<file path="config.mk">
export PLATFORM = sky130hd
export DESIGN_NAME = wdt_top
export DESIGN_NICKNAME = d
export VERILOG_FILES = /design/src/wdt_pkg.sv /design/src/wdt_top.sv
export SDC_FILE = /design/constraint.sdc
export NUM_CORES = 1
export LEC_CHECK = 0
export ABC_AREA = 1
export BUFFER_PORTS_ARGS = -buffer_cell sky130_fd_sc_hd__buf_2
export CAP_MARGIN = 20
export CORE_MARGIN = 2
export CORE_UTILIZATION = 50
export CTS_CLUSTER_SIZE = 20
export DETAILED_ROUTE_END_ITERATION = 12
export PLACE_DENSITY = 0.85
export SETUP_SLACK_MARGIN = 0.02
export SLEW_MARGIN = 20
export SYNTH_ARGS = -nofsm -noshare
export SYNTH_HDL_FRONTEND = slang
export SYNTH_SLANG_ARGS = --single-unit
</file>
<file path="constraint.sdc">
create_clock -name clk -period 1.84 [get_ports clk]
set_input_delay 0.46 -clock clk [delete_from_list [all_inputs] [get_ports clk]]
set_output_delay 0.46 -clock clk [all_outputs]
set_load 0.1 [all_outputs]
</file>
<file path="src/wdt_pkg.sv">
// constants and types shared by the watchdog timer block
`default_nettype none

package wdt_pkg;

	// ==========================================================
	// register map
	localparam logic [7:0] WDT_CTRL_ADDR = 8'h21;
	localparam logic [7:0] WDT_CTRL_RESET = 8'h00;

	// ==========================================================
	// control register field positions
	localparam int WDT_SEL_LSB = 0;
	localparam int WDT_SEL_W = 3;
	localparam int WDT_ON_BIT = 3;
	localparam int WDT_UNLOCK_BIT = 4;
	localparam int WDT_RSVD_LSB = 5;
	localparam int WDT_RSVD_W = 3;

	// ==========================================================
	// timing
	// watchdog oscillator, nominal rate
	localparam int WDT_OSC_HZ = 1_000_000;
	// system clock rate
	localparam int WDT_CLK_HZ = 20_000_000;
	// system clock periods per oscillator period, must stay >= 4
	localparam int WDT_OSC_RATIO = WDT_CLK_HZ / WDT_OSC_HZ;
	// lifetime of the turn-off unlock bit, in clock cycles
	localparam logic [2:0] WDT_UNLOCK_CYCLES = 3'h4;
	// shortest timeout, in oscillator cycles (16K)
	localparam int WDT_TIMEOUT_BASE = 32'h0000_4000;
	// counter wide enough for the longest timeout (2048K)
	localparam int WDT_CNT_W = 21;

	// ==========================================================
	// control register contents
	typedef struct packed {
		logic turn_off_unlock;
		logic watchdog_on;
		logic [WDT_SEL_W-1:0] timeout_select;
	} wdt_ctrl_t;

endpackage

`default_nettype wire

</file>
<file path="src/wdt_top.sv">
// watchdog timer: control register, oscillator counter, reset request
//
// Overview of operation
// - count edges of a dedicated watchdog oscillator, not system clock.
// - the CPU restart instruction clears the watchdog count.
// - timeout without restart requests a device reset.
// - timeout is 16K oscillator cycles times two to the select value.
// - enable bit 3 runs the watchdog; zero stops it.
// - enable clears only while the unlock bit is set.
// - unlock bit 4 clears itself four clock cycles after being set.
// - bits 7..5 read zero and ignore writes.
`timescale 1ns/1ps
`default_nettype none

module wdt_top
	import wdt_pkg::*;
#(
	parameter int TIMEOUT_BASE = WDT_TIMEOUT_BASE,
	parameter int CNT_W = WDT_CNT_W
) (
	// clock, reset, enable
	input wire logic clk,
	input wire logic rst,
	input wire logic clk_en,

	// register port
	input wire logic [7:0] reg_addr,
	input wire logic [7:0] reg_wdata,
	input wire logic reg_wr,
	input wire logic reg_rd,
	output logic [7:0] reg_rdata,

	// cpu restart instruction, one-cycle pulse
	input wire logic kick_instruction,

	// watchdog oscillator pin
	input wire logic wdog_osc,

	// status and reset request
	output logic wdog_running,
	output logic wdog_reset_req
);

	// ==========================================================
	// register port decode

	logic ctrl_wr;
	logic ctrl_rd;

	assign ctrl_wr = clk_en && reg_wr && (reg_addr == WDT_CTRL_ADDR);
	assign ctrl_rd = clk_en && reg_rd && (reg_addr == WDT_CTRL_ADDR);

	// ==========================================================
	// control register and unlock timer

	wdt_ctrl_t ctrl_q;
	wdt_ctrl_t ctrl_d;
	logic [2:0] ulk_cnt_q;
	logic [2:0] ulk_cnt_d;
	logic [7:0] rdata_q;
	logic [7:0] rdata_d;

	always_comb begin
		ctrl_d = ctrl_q;
		ulk_cnt_d = ulk_cnt_q;
		rdata_d = 8'h00;

		// unlock expires on its own unless a fresh set renews it
		if (ulk_cnt_q != 3'h0) begin
			ulk_cnt_d = ulk_cnt_q - 3'h1;
		end
		if (ulk_cnt_q == 3'h1) begin
			ctrl_d.turn_off_unlock = 1'b0;
		end

		if (ctrl_wr) begin
			ctrl_d.timeout_select = reg_wdata[WDT_SEL_LSB +: WDT_SEL_W];
			if (reg_wdata[WDT_ON_BIT]) begin
				ctrl_d.watchdog_on = 1'b1;
			end else if (ctrl_q.turn_off_unlock) begin
				// a zero only lands inside the unlock window
				ctrl_d.watchdog_on = 1'b0;
			end
			// a fresh set wins over the expiry in the same cycle
			if (reg_wdata[WDT_UNLOCK_BIT]) begin
				ctrl_d.turn_off_unlock = 1'b1;
				ulk_cnt_d = WDT_UNLOCK_CYCLES;
			end
		end

		if (ctrl_rd) begin
			rdata_d = {{WDT_RSVD_W{1'b0}}, ctrl_q};
		end
	end

	always_ff @(posedge clk) begin
		if (rst) begin
			ctrl_q <= wdt_ctrl_t'(WDT_CTRL_RESET[4:0]);
			ulk_cnt_q <= 3'h0;
			rdata_q <= 8'h00;
		end else if (clk_en) begin
			ctrl_q <= ctrl_d;
			ulk_cnt_q <= ulk_cnt_d;
			rdata_q <= rdata_d;
		end
	end

	assign reg_rdata = rdata_q;
	assign wdog_running = ctrl_q.watchdog_on;

	// ==========================================================
	// oscillator synchroniser and edge detect
	//
	// the oscillator is slow next to clk, so sampling it is enough;
	// this only holds while clk runs at least four times faster

	logic osc_s1_q;
	logic osc_s2_q;
	logic osc_s3_q;
	logic tick;

	assign tick = osc_s2_q && !osc_s3_q;

	// ==========================================================
	// watchdog counter

	logic [CNT_W-1:0] cnt_q;
	logic [CNT_W-1:0] cnt_d;
	logic [CNT_W-1:0] lim_m1;
	logic fire_q;
	logic fire_d;

	// last count before timeout for the selected period
	assign lim_m1 = CNT_W'((TIMEOUT_BASE << ctrl_q.timeout_select)
		- 32'h0000_0001);

	always_comb begin
		cnt_d = cnt_q;
		fire_d = 1'b0;
		if (!ctrl_q.watchdog_on) begin
			// held at zero, so enabling starts a full period
			cnt_d = '0;
		end else if (kick_instruction) begin
			cnt_d = '0;
		end else if (tick) begin
			// >= covers a shorter period selected mid-count
			if (cnt_q >= lim_m1) begin
				cnt_d = '0;
				fire_d = 1'b1;
			end else begin
				cnt_d = cnt_q + CNT_W'(1);
			end
		end
	end

	always_ff @(posedge clk) begin
		if (rst) begin
			osc_s1_q <= 1'b0;
			osc_s2_q <= 1'b0;
			osc_s3_q <= 1'b0;
			cnt_q <= '0;
			fire_q <= 1'b0;
		end else if (clk_en) begin
			osc_s1_q <= wdog_osc;
			osc_s2_q <= osc_s1_q;
			osc_s3_q <= osc_s2_q;
			cnt_q <= cnt_d;
			fire_q <= fire_d;
		end
	end

	// the system reset controller turns this pulse into rst
	assign wdog_reset_req = fire_q;

	// ==========================================================
	// checks

	property p_unlock_set;
		@(posedge clk) disable iff (rst || !clk_en)
		ctrl_wr && reg_wdata[WDT_UNLOCK_BIT] |=> ctrl_q.turn_off_unlock;
	endproperty
	a_unlock_set: assert property (p_unlock_set)
		else $error("unlock bit not set by write");

	property p_unlock_drop;
		@(posedge clk) disable iff (rst || !clk_en)
		ctrl_wr && reg_wdata[WDT_UNLOCK_BIT] ##1
		(!ctrl_wr)[*4] |=> !ctrl_q.turn_off_unlock;
	endproperty
	a_unlock_drop: assert property (p_unlock_drop)
		else $error("unlock bit not cleared after four cycles");

	property p_unlock_hold;
		@(posedge clk) disable iff (rst || !clk_en)
		ctrl_wr && reg_wdata[WDT_UNLOCK_BIT] |=>
		ctrl_q.turn_off_unlock [*4];
	endproperty
	a_unlock_hold: assert property (p_unlock_hold)
		else $error("unlock bit dropped too early");

	property p_locked_stays_on;
		@(posedge clk) disable iff (rst || !clk_en)
		ctrl_wr && !reg_wdata[WDT_ON_BIT] && !ctrl_q.turn_off_unlock &&
		ctrl_q.watchdog_on |=> ctrl_q.watchdog_on;
	endproperty
	a_locked_stays_on: assert property (p_locked_stays_on)
		else $error("watchdog disabled without unlock");

	property p_unlocked_off;
		@(posedge clk) disable iff (rst || !clk_en)
		ctrl_wr && !reg_wdata[WDT_ON_BIT] && ctrl_q.turn_off_unlock
		|=> !ctrl_q.watchdog_on && !wdog_running;
	endproperty
	a_unlocked_off: assert property (p_unlocked_off)
		else $error("unlocked disable write ignored");

	property p_kick_clears;
		@(posedge clk) disable iff (rst || !clk_en)
		kick_instruction && ctrl_q.watchdog_on |=>
		cnt_q == '0 && !wdog_reset_req;
	endproperty
	a_kick_clears: assert property (p_kick_clears)
		else $error("restart did not clear count");

	property p_enable_restart;
		@(posedge clk) disable iff (rst || !clk_en)
		$rose(ctrl_q.watchdog_on) |-> cnt_q == '0;
	endproperty
	a_enable_restart: assert property (p_enable_restart)
		else $error("count not zero at enable");

	property p_timeout_fire;
		@(posedge clk) disable iff (rst || !clk_en)
		ctrl_q.watchdog_on && !kick_instruction && tick &&
		cnt_q == lim_m1 |=> wdog_reset_req ##1 !wdog_reset_req;
	endproperty
	a_timeout_fire: assert property (p_timeout_fire)
		else $error("timeout did not raise one reset pulse");

	property p_fire_cause;
		@(posedge clk) disable iff (rst || !clk_en)
		// a pulse held over a frozen cycle has no cause in that cycle
		$past(clk_en) && wdog_reset_req |-> $past(ctrl_q.watchdog_on) &&
		$past(cnt_q) >= $past(lim_m1) && cnt_q == '0;
	endproperty
	a_fire_cause: assert property (p_fire_cause)
		else $error("reset pulse before the selected timeout");

	property p_tick_only;
		@(posedge clk) disable iff (rst || !clk_en)
		ctrl_q.watchdog_on && !tick && !kick_instruction
		|=> $stable(cnt_q);
	endproperty
	a_tick_only: assert property (p_tick_only)
		else $error("count moved without an oscillator edge");

	property p_rsvd_zero;
		@(posedge clk) disable iff (rst || !clk_en)
		ctrl_rd |=> reg_rdata[WDT_RSVD_LSB +: WDT_RSVD_W] == '0 &&
		reg_rdata[WDT_ON_BIT] == $past(ctrl_q.watchdog_on);
	endproperty
	a_rsvd_zero: assert property (p_rsvd_zero)
		else $error("reserved bits not zero or bad readback");

	property p_off_quiet;
		@(posedge clk) disable iff (rst || !clk_en)
		!ctrl_q.watchdog_on |=>
		cnt_q == '0 && !wdog_reset_req;
	endproperty
	a_off_quiet: assert property (p_off_quiet)
		else $error("stopped watchdog counted or fired");

	property p_tick_count;
		@(posedge clk) disable iff (rst || !clk_en)
		ctrl_q.watchdog_on && !kick_instruction && tick && cnt_q < lim_m1
		|=> cnt_q == $past(cnt_q) + CNT_W'(1);
	endproperty
	a_tick_count: assert property (p_tick_count)
		else $error("oscillator edge not counted");

	property p_enable_by_write;
		@(posedge clk) disable iff (rst || !clk_en)
		$rose(ctrl_q.watchdog_on) |->
		$past(ctrl_wr) && $past(reg_wdata[WDT_ON_BIT]);
	endproperty
	a_enable_by_write: assert property (p_enable_by_write)
		else $error("watchdog enabled without a write");

	property p_unlock_by_write;
		@(posedge clk) disable iff (rst || !clk_en)
		$rose(ctrl_q.turn_off_unlock) |->
		$past(ctrl_wr) && $past(reg_wdata[WDT_UNLOCK_BIT]);
	endproperty
	a_unlock_by_write: assert property (p_unlock_by_write)
		else $error("unlock bit set without a write");

	property p_select_write;
		@(posedge clk) disable iff (rst || !clk_en)
		ctrl_wr |=> ctrl_q.timeout_select ==
		$past(reg_wdata[WDT_SEL_LSB +: WDT_SEL_W]);
	endproperty
	a_select_write: assert property (p_select_write)
		else $error("timeout select not written");

endmodule

`default_nettype wire

</file>
### Yosys cells after proc, flatten, opt, wreduce, memory -nomap -nowiden

Cells that the tools add are included.
W data, S select, Z words.

* register bits after elaboration: 41
* input port bits: 23
* output and inout bits: 10
* logic and storage cells: 46

* add/subtract/negate cells: 3
* order comparisons: 1
* equality and inequality tests: 3
* shift operators: 1
* multiplexer cells: 17
* reduce and logical (&&, ||, !) cells: 11

Operator list (count)
* $mux W21: 4
* $add A21 B1 Y21 const B: 1
* $ge A21 B21 Y1: 1
* $shl A15 B3 Y21 const A: 1
* $sub A21 B1 Y21 const B: 1
* $mux W5: 2
* $mux W3: 3
* $eq A8 B6 Y1 const B: 1
* $mux W1: 8
* $logic_and A1 B1 Y1: 5
* $reduce_and A2 Y1: 2
* $eq A3 B1 Y1 const B: 1
* $ne A3 B2 Y1 const B: 1
* $reduce_and A3 Y1: 1
* $reduce_bool A3 Y1: 1
* $sub A3 B1 Y3 const B: 1
* $reduce_bool A2 Y1: 1
* $logic_not A1 Y1: 1

### Longest topological paths before layout

* depth after elaboration: 7
* gate-level depth with buffers: 13
* gate-level depth less buffers: 11

### Least setup slack after synthesis

No wires, ideal clock.

* path kind: flip-flop to flip-flop
* start: reg ctrl_q (netlist bit wdog_running)
* end: reg cnt_q[15]
* setup time: 0.117 ns
* data arrival time: 1.909 ns
* data required time: 1.723 ns
* setup slack: -0.185 ns
* cell stages (with the launch flop): 10
* buffers on the path: 0
* period minus slack after synthesis: 2.025 ns
* cell sequence: dfxtp_1 > inv_1 > nor2_1 > nand2_1 > nand2_4 > inv_1 > nand2_1 > nor2_1 > xnor2_1 > nor2_2

* cells in the longest elaborated chain, start to end: 2
* elaborated cells on any way between the ends: 3
* classes of those cells: eq/ne: 1; mux: 1; reduce/logical: 1

RTL lines
* start: declaration: RTL line wdt_top.sv:56 `wdt_ctrl_t ctrl_q;`
* start signal: assignment: RTL line wdt_top.sv:98 `ctrl_q <= wdt_ctrl_t'(WDT_CTRL_RESET[4:0]);`
* start signal: assignment: RTL line wdt_top.sv:102 `ctrl_q <= ctrl_d;`
* $ne A3 B2 Y1 (no line)
* $reduce_and A2 Y1 (no line)
* end signal: assignment: RTL line wdt_top.sv:167 `cnt_q <= cnt_d;`
* end: declaration: RTL line wdt_top.sv:127 `logic [CNT_W-1:0] cnt_q;`

Several ways; a longest one is shown, not always the timed one.
A chain may end at the register's enable or synchronous reset.

### Final worst setup path

* start: reg ctrl_q[2] (netlist bit)
* end: reg cnt_q[6]

* cells in the longest elaborated chain, start to end: 7

RTL lines
* $shl A15 B3 Y21: RTL line wdt_top.sv:134 `assign lim_m1 = CNT_W'((TIMEOUT_BASE << ctrl_q.timeout_select)`
* $sub A21 B1 Y21: RTL line wdt_top.sv:135 `- 32'h0000_0001);`
* $ge A21 B21 Y1: RTL line wdt_top.sv:147 `if (cnt_q >= lim_m1) begin`
* $mux W21: RTL line wdt_top.sv:147
* $mux W21: RTL line wdt_top.sv:145 `end else if (tick) begin`
* $mux W21: RTL line wdt_top.sv:143 `end else if (kick_instruction) begin`
* $mux W21: RTL line wdt_top.sv:140 `if (!ctrl_q.watchdog_on) begin`

Every way passes these cells. The select of a mux whose other input is x is not followed.

==> key figures <==
Outcome
  – Status: finished, final reports clean

Min path
  – Hold Path Stages: 3
  – Hold path startpoint: wdog_osc
  – Worst hold endpoint: osc_s1_q$_SDFFE_PP0P_
  – Worst min path class: input port to register

Layout
  – Most common cell after layout, fill and taps aside: nand2_1
  – Commonest non-fill, non-tap cells in the layout: nand2_1, nor2_1, dfxtp_1
  – Final net count: between 300 and 400
  – Ant diodes: 0
  – Non-filler cells, final: between 400 and 500
  – Synth-to-Final Area Change: 20.29%
  – Fillers: between 300 and 400
  – FF+latch area: slightly below 800 um^2
  – Fin util: 0.6201
  – Multi-input gate area: between 1000 and 1500 um^2
  – Layout cell share with drive strength beyond 1: 0.2645

Global routing
  – GRT overflow: 0
  – Initial antenna violation count: 0
  – Largest net degree at the start of global routing: 17
  – GR Util All Layers: 0.1991
  – Number of global-route vias before repair: ~2000
  – First-pass GRT wire length: 7983 um

Critical path
  – Slowest cell on crit path: dfxtp_4
  – FF-to-FF setup slack: about 47 ps
  – CP dominant cell by count: nand2_1
  – Worst r2r path cells: 11
  – RR Startpoint: ctrl_q[2]$_SDFFE_PP0P_
  – CP max stage delay: 400 ps
  – Crit Path Class: register to register
  – CP Capture Type: register
  – Worst r2r dst: cnt_q[6]$_SDFFE_PP0P_
  – Sequence of cells on the critical path: nand2_1, ha_1, nand2_2, inv_1, nand2_1, nand2_1, a21oi_2, nand4_2, nand2_4, nand2_8, nor2_2
  – Startpoint Class: register
  – Max FO, Critical Path: 8
  – Worst EP required: a little over 2000 ps
  – Arr. time, crit path: between 2000 and 2500 ps

Placed design
  – Gpl congestion: just over 0.8
  – Buffers on Ports: 26
  – DP Wirelength: between 3000 and 4000 um
  – Placed insts: a little over 400

Clocking
  – CTS Hold Bufs: 0
  – Worst-path clk slew: approximately 80 ps
  – Root Buffer: clkbuf_8
  – Total CTS buffers: 5
  – CTS max path bufs: 2
  – CTS Sinks: 38
  – CTS tree: done
  – H-tree depth: 2
  – Clk Latency, worst-skew pair: 300 ps

Power and ir drop
  – VDD IR-drop max: between 0.0004 and 0.0005 V
  – Leak: ~0.001 uW
  – Power density over cell area: 597.1 nW/um^2

Floorplanning
  – Die height: just over 70 um
  – FP Rows: 24
  – Initial Util: 0.5155
  – Core area: 4354 um^2
  – Die area: between 5000 and 6000 um^2
  – Die Width: 71 um
  – Ports: 33

Yosys
  – Cells after Synth: 324
  – Seq/Total Area, Yosys: 0.3389
  – Share of the synthesized area in the top cell type: 0.3389
  – Synth area leader: dfxtp_1
  – Synth Register Bits: 38
  – Synth unique cells: 28
  – Syn Std Cell Area: 2245 um^2
  – Yosys Warn Count: 0
  – Mean Syn Cell Area: about 6.9 um^2
  – Top cells by area, synth: dfxtp_1, nand2_1, nor2_1

STA
  – Min Tclk post-route: between 1500 and 2000 ps
  – Hold_ws: between 300 and 400 ps
  – Final hold viol count: 0
  – Period utilization: 0.9744
  – Max Clock Freq: 557.8 MHz
  – Setup Viol. Count Final: 0
  – Slew Limit Fails: 0
  – RSZ-0062 raised after global routing: yes
  – Final Skew: around 7.1 ps

Routing
  – Mean routed wirelength per cell: 11.84 um
  – DR iter-0 viols: between 80 and 90
  – Vias: between 2000 and 2500
  – Pre-antenna DRT Iters: 4
  – Routed Antenna Nets: 0
  – Residual DRC count: 0
  – Routed WL: a little under 5000 um
  – Via density per instance: a little over 5

Flow run
  – Maxcap violations: 0
[worst max-delay path by stage]
stage | start | endpoint | slack (ps)
2_1_floorplan | ctrl_q[1]$_SDFFE_PP0P_ | cnt_q[15]$_SDFFE_PP0P_ | 90
3_3_place_gp | ctrl_q[2]$_SDFFE_PP0P_ | cnt_q[4]$_SDFFE_PP0P_ | -60
3_5_place_dp | ctrl_q[2]$_SDFFE_PP0P_ | cnt_q[6]$_SDFFE_PP0P_ | -110
4_1_cts | ctrl_q[1]$_SDFFE_PP0P_ | cnt_q[18]$_SDFFE_PP0P_ | 40
5_1_grt | ctrl_q[1]$_SDFFE_PP0P_ | cnt_q[20]$_SDFFE_PP0P_ | -80
6_report | ctrl_q[2]$_SDFFE_PP0P_ | cnt_q[6]$_SDFFE_PP0P_ | 50
[logic make-up (layout without fill, tap and decap cells)]
family / count (synthesis) / after routing / synth area share
other cells: 1 / 3 / 0.001671
buf+inv: 45 / 81 / 0.09030
flops: 38 / 38 / 0.3389
compound gates: 40 / 40 / 0.09142
fa+ha+maj: 11 / 11 / 0.06131
xor+xnor: 11 / 11 / 0.04292
simple gates: 178 / 179 / 0.3735
[critical path: cells and delay by family, from the launching register on]
kind | cells | cell delay (ps)
compound gates | 1 | 160
fa+ha+maj | 1 | 290
buf+inv | 1 | 50
flops | 1 | 400
simple gates | 8 | 830
[Yosys cell counts]
master / n
a21oi_1: 27
nor3_1: 2
nor2_1: 44
nand3_1: 19
nor3b_1: 1
xnor2_1: 7
nand4_2: 1
o32ai_1: 1
nor2_2: 13
o21ai_0: 11
nand4_1: 7
xor2_1: 4
inv_1: 31
clkbuf_1: 5
buf_2: 2
buf_12: 1
ha_1: 11
buf_4: 4
nand2_2: 4
nand3_2: 1
nor2_4: 5
o22ai_1: 1
nand2_4: 3
nand2_1: 76
conb_1: 1
inv_2: 2
dfxtp_1: 38
nor4_1: 2
[flip-flops by register name (all words and copies together), names as in the netlist]
| signal | count |
|---|---|
| osc_s2_q | 1 |
| wdog_reset_req | 1 |
| ctrl_q | 4 |
| osc_s1_q | 1 |
| osc_s3_q | 1 |
| cnt_q | 21 |
| reg_rdata | 5 |
| wdog_running | 1 |
| ulk_cnt_q | 3 |
[layer usage]
layer  routed length [um]  GRT usage  vias up
met2                 2473     0.3448       51
met4                   91    0.07338        0
met3                  251    0.05983       11
met1                 2098     0.2321      976
met5                    0          0        -
li1                     -          -     1102
[what timing repair did]
item	4_1_cts	5_1_grt
pin swaps	2	4
buffers inserted	0	1
gates resized for setup	9	22
cloned	1	0
setup endpoints to repair	21	20
[stage by stage]
stage               instance area (um^2)  power, uW  worst slack (ps)  TNS, ps
detailed placement                  2467       1024            -112.5    -1780
floorplan                           2256      990.2             93.11        0
global route                        2700       1691            -80.78    -1146
global placement                    2467       1016            -61.55   -952.6
finish                              2700       1612             47.12        0
CTS                                 2603       1621             37.45        0
[power breakdown]
| group | total, uW | internal, uW | switching (uW) |
|---|---|---|---|
| sequential | 842 | 832 | 9.99 |
| clock | 597 | 301 | 296 |
| combinational | 173 | 53.7 | 120 |
[area by class of cell]
cell class | instances | area share
timing repair buffer | 40 | 0.08712
clock inverter | 2 | 0.004634
inverter | 33 | 0.04588
tap | 52 | 0.02410
sequential | 38 | 0.2864
multi-input combinational | 244 | 0.5213
clock buffer | 6 | 0.03058
Power figures use the tool's default switching activity.
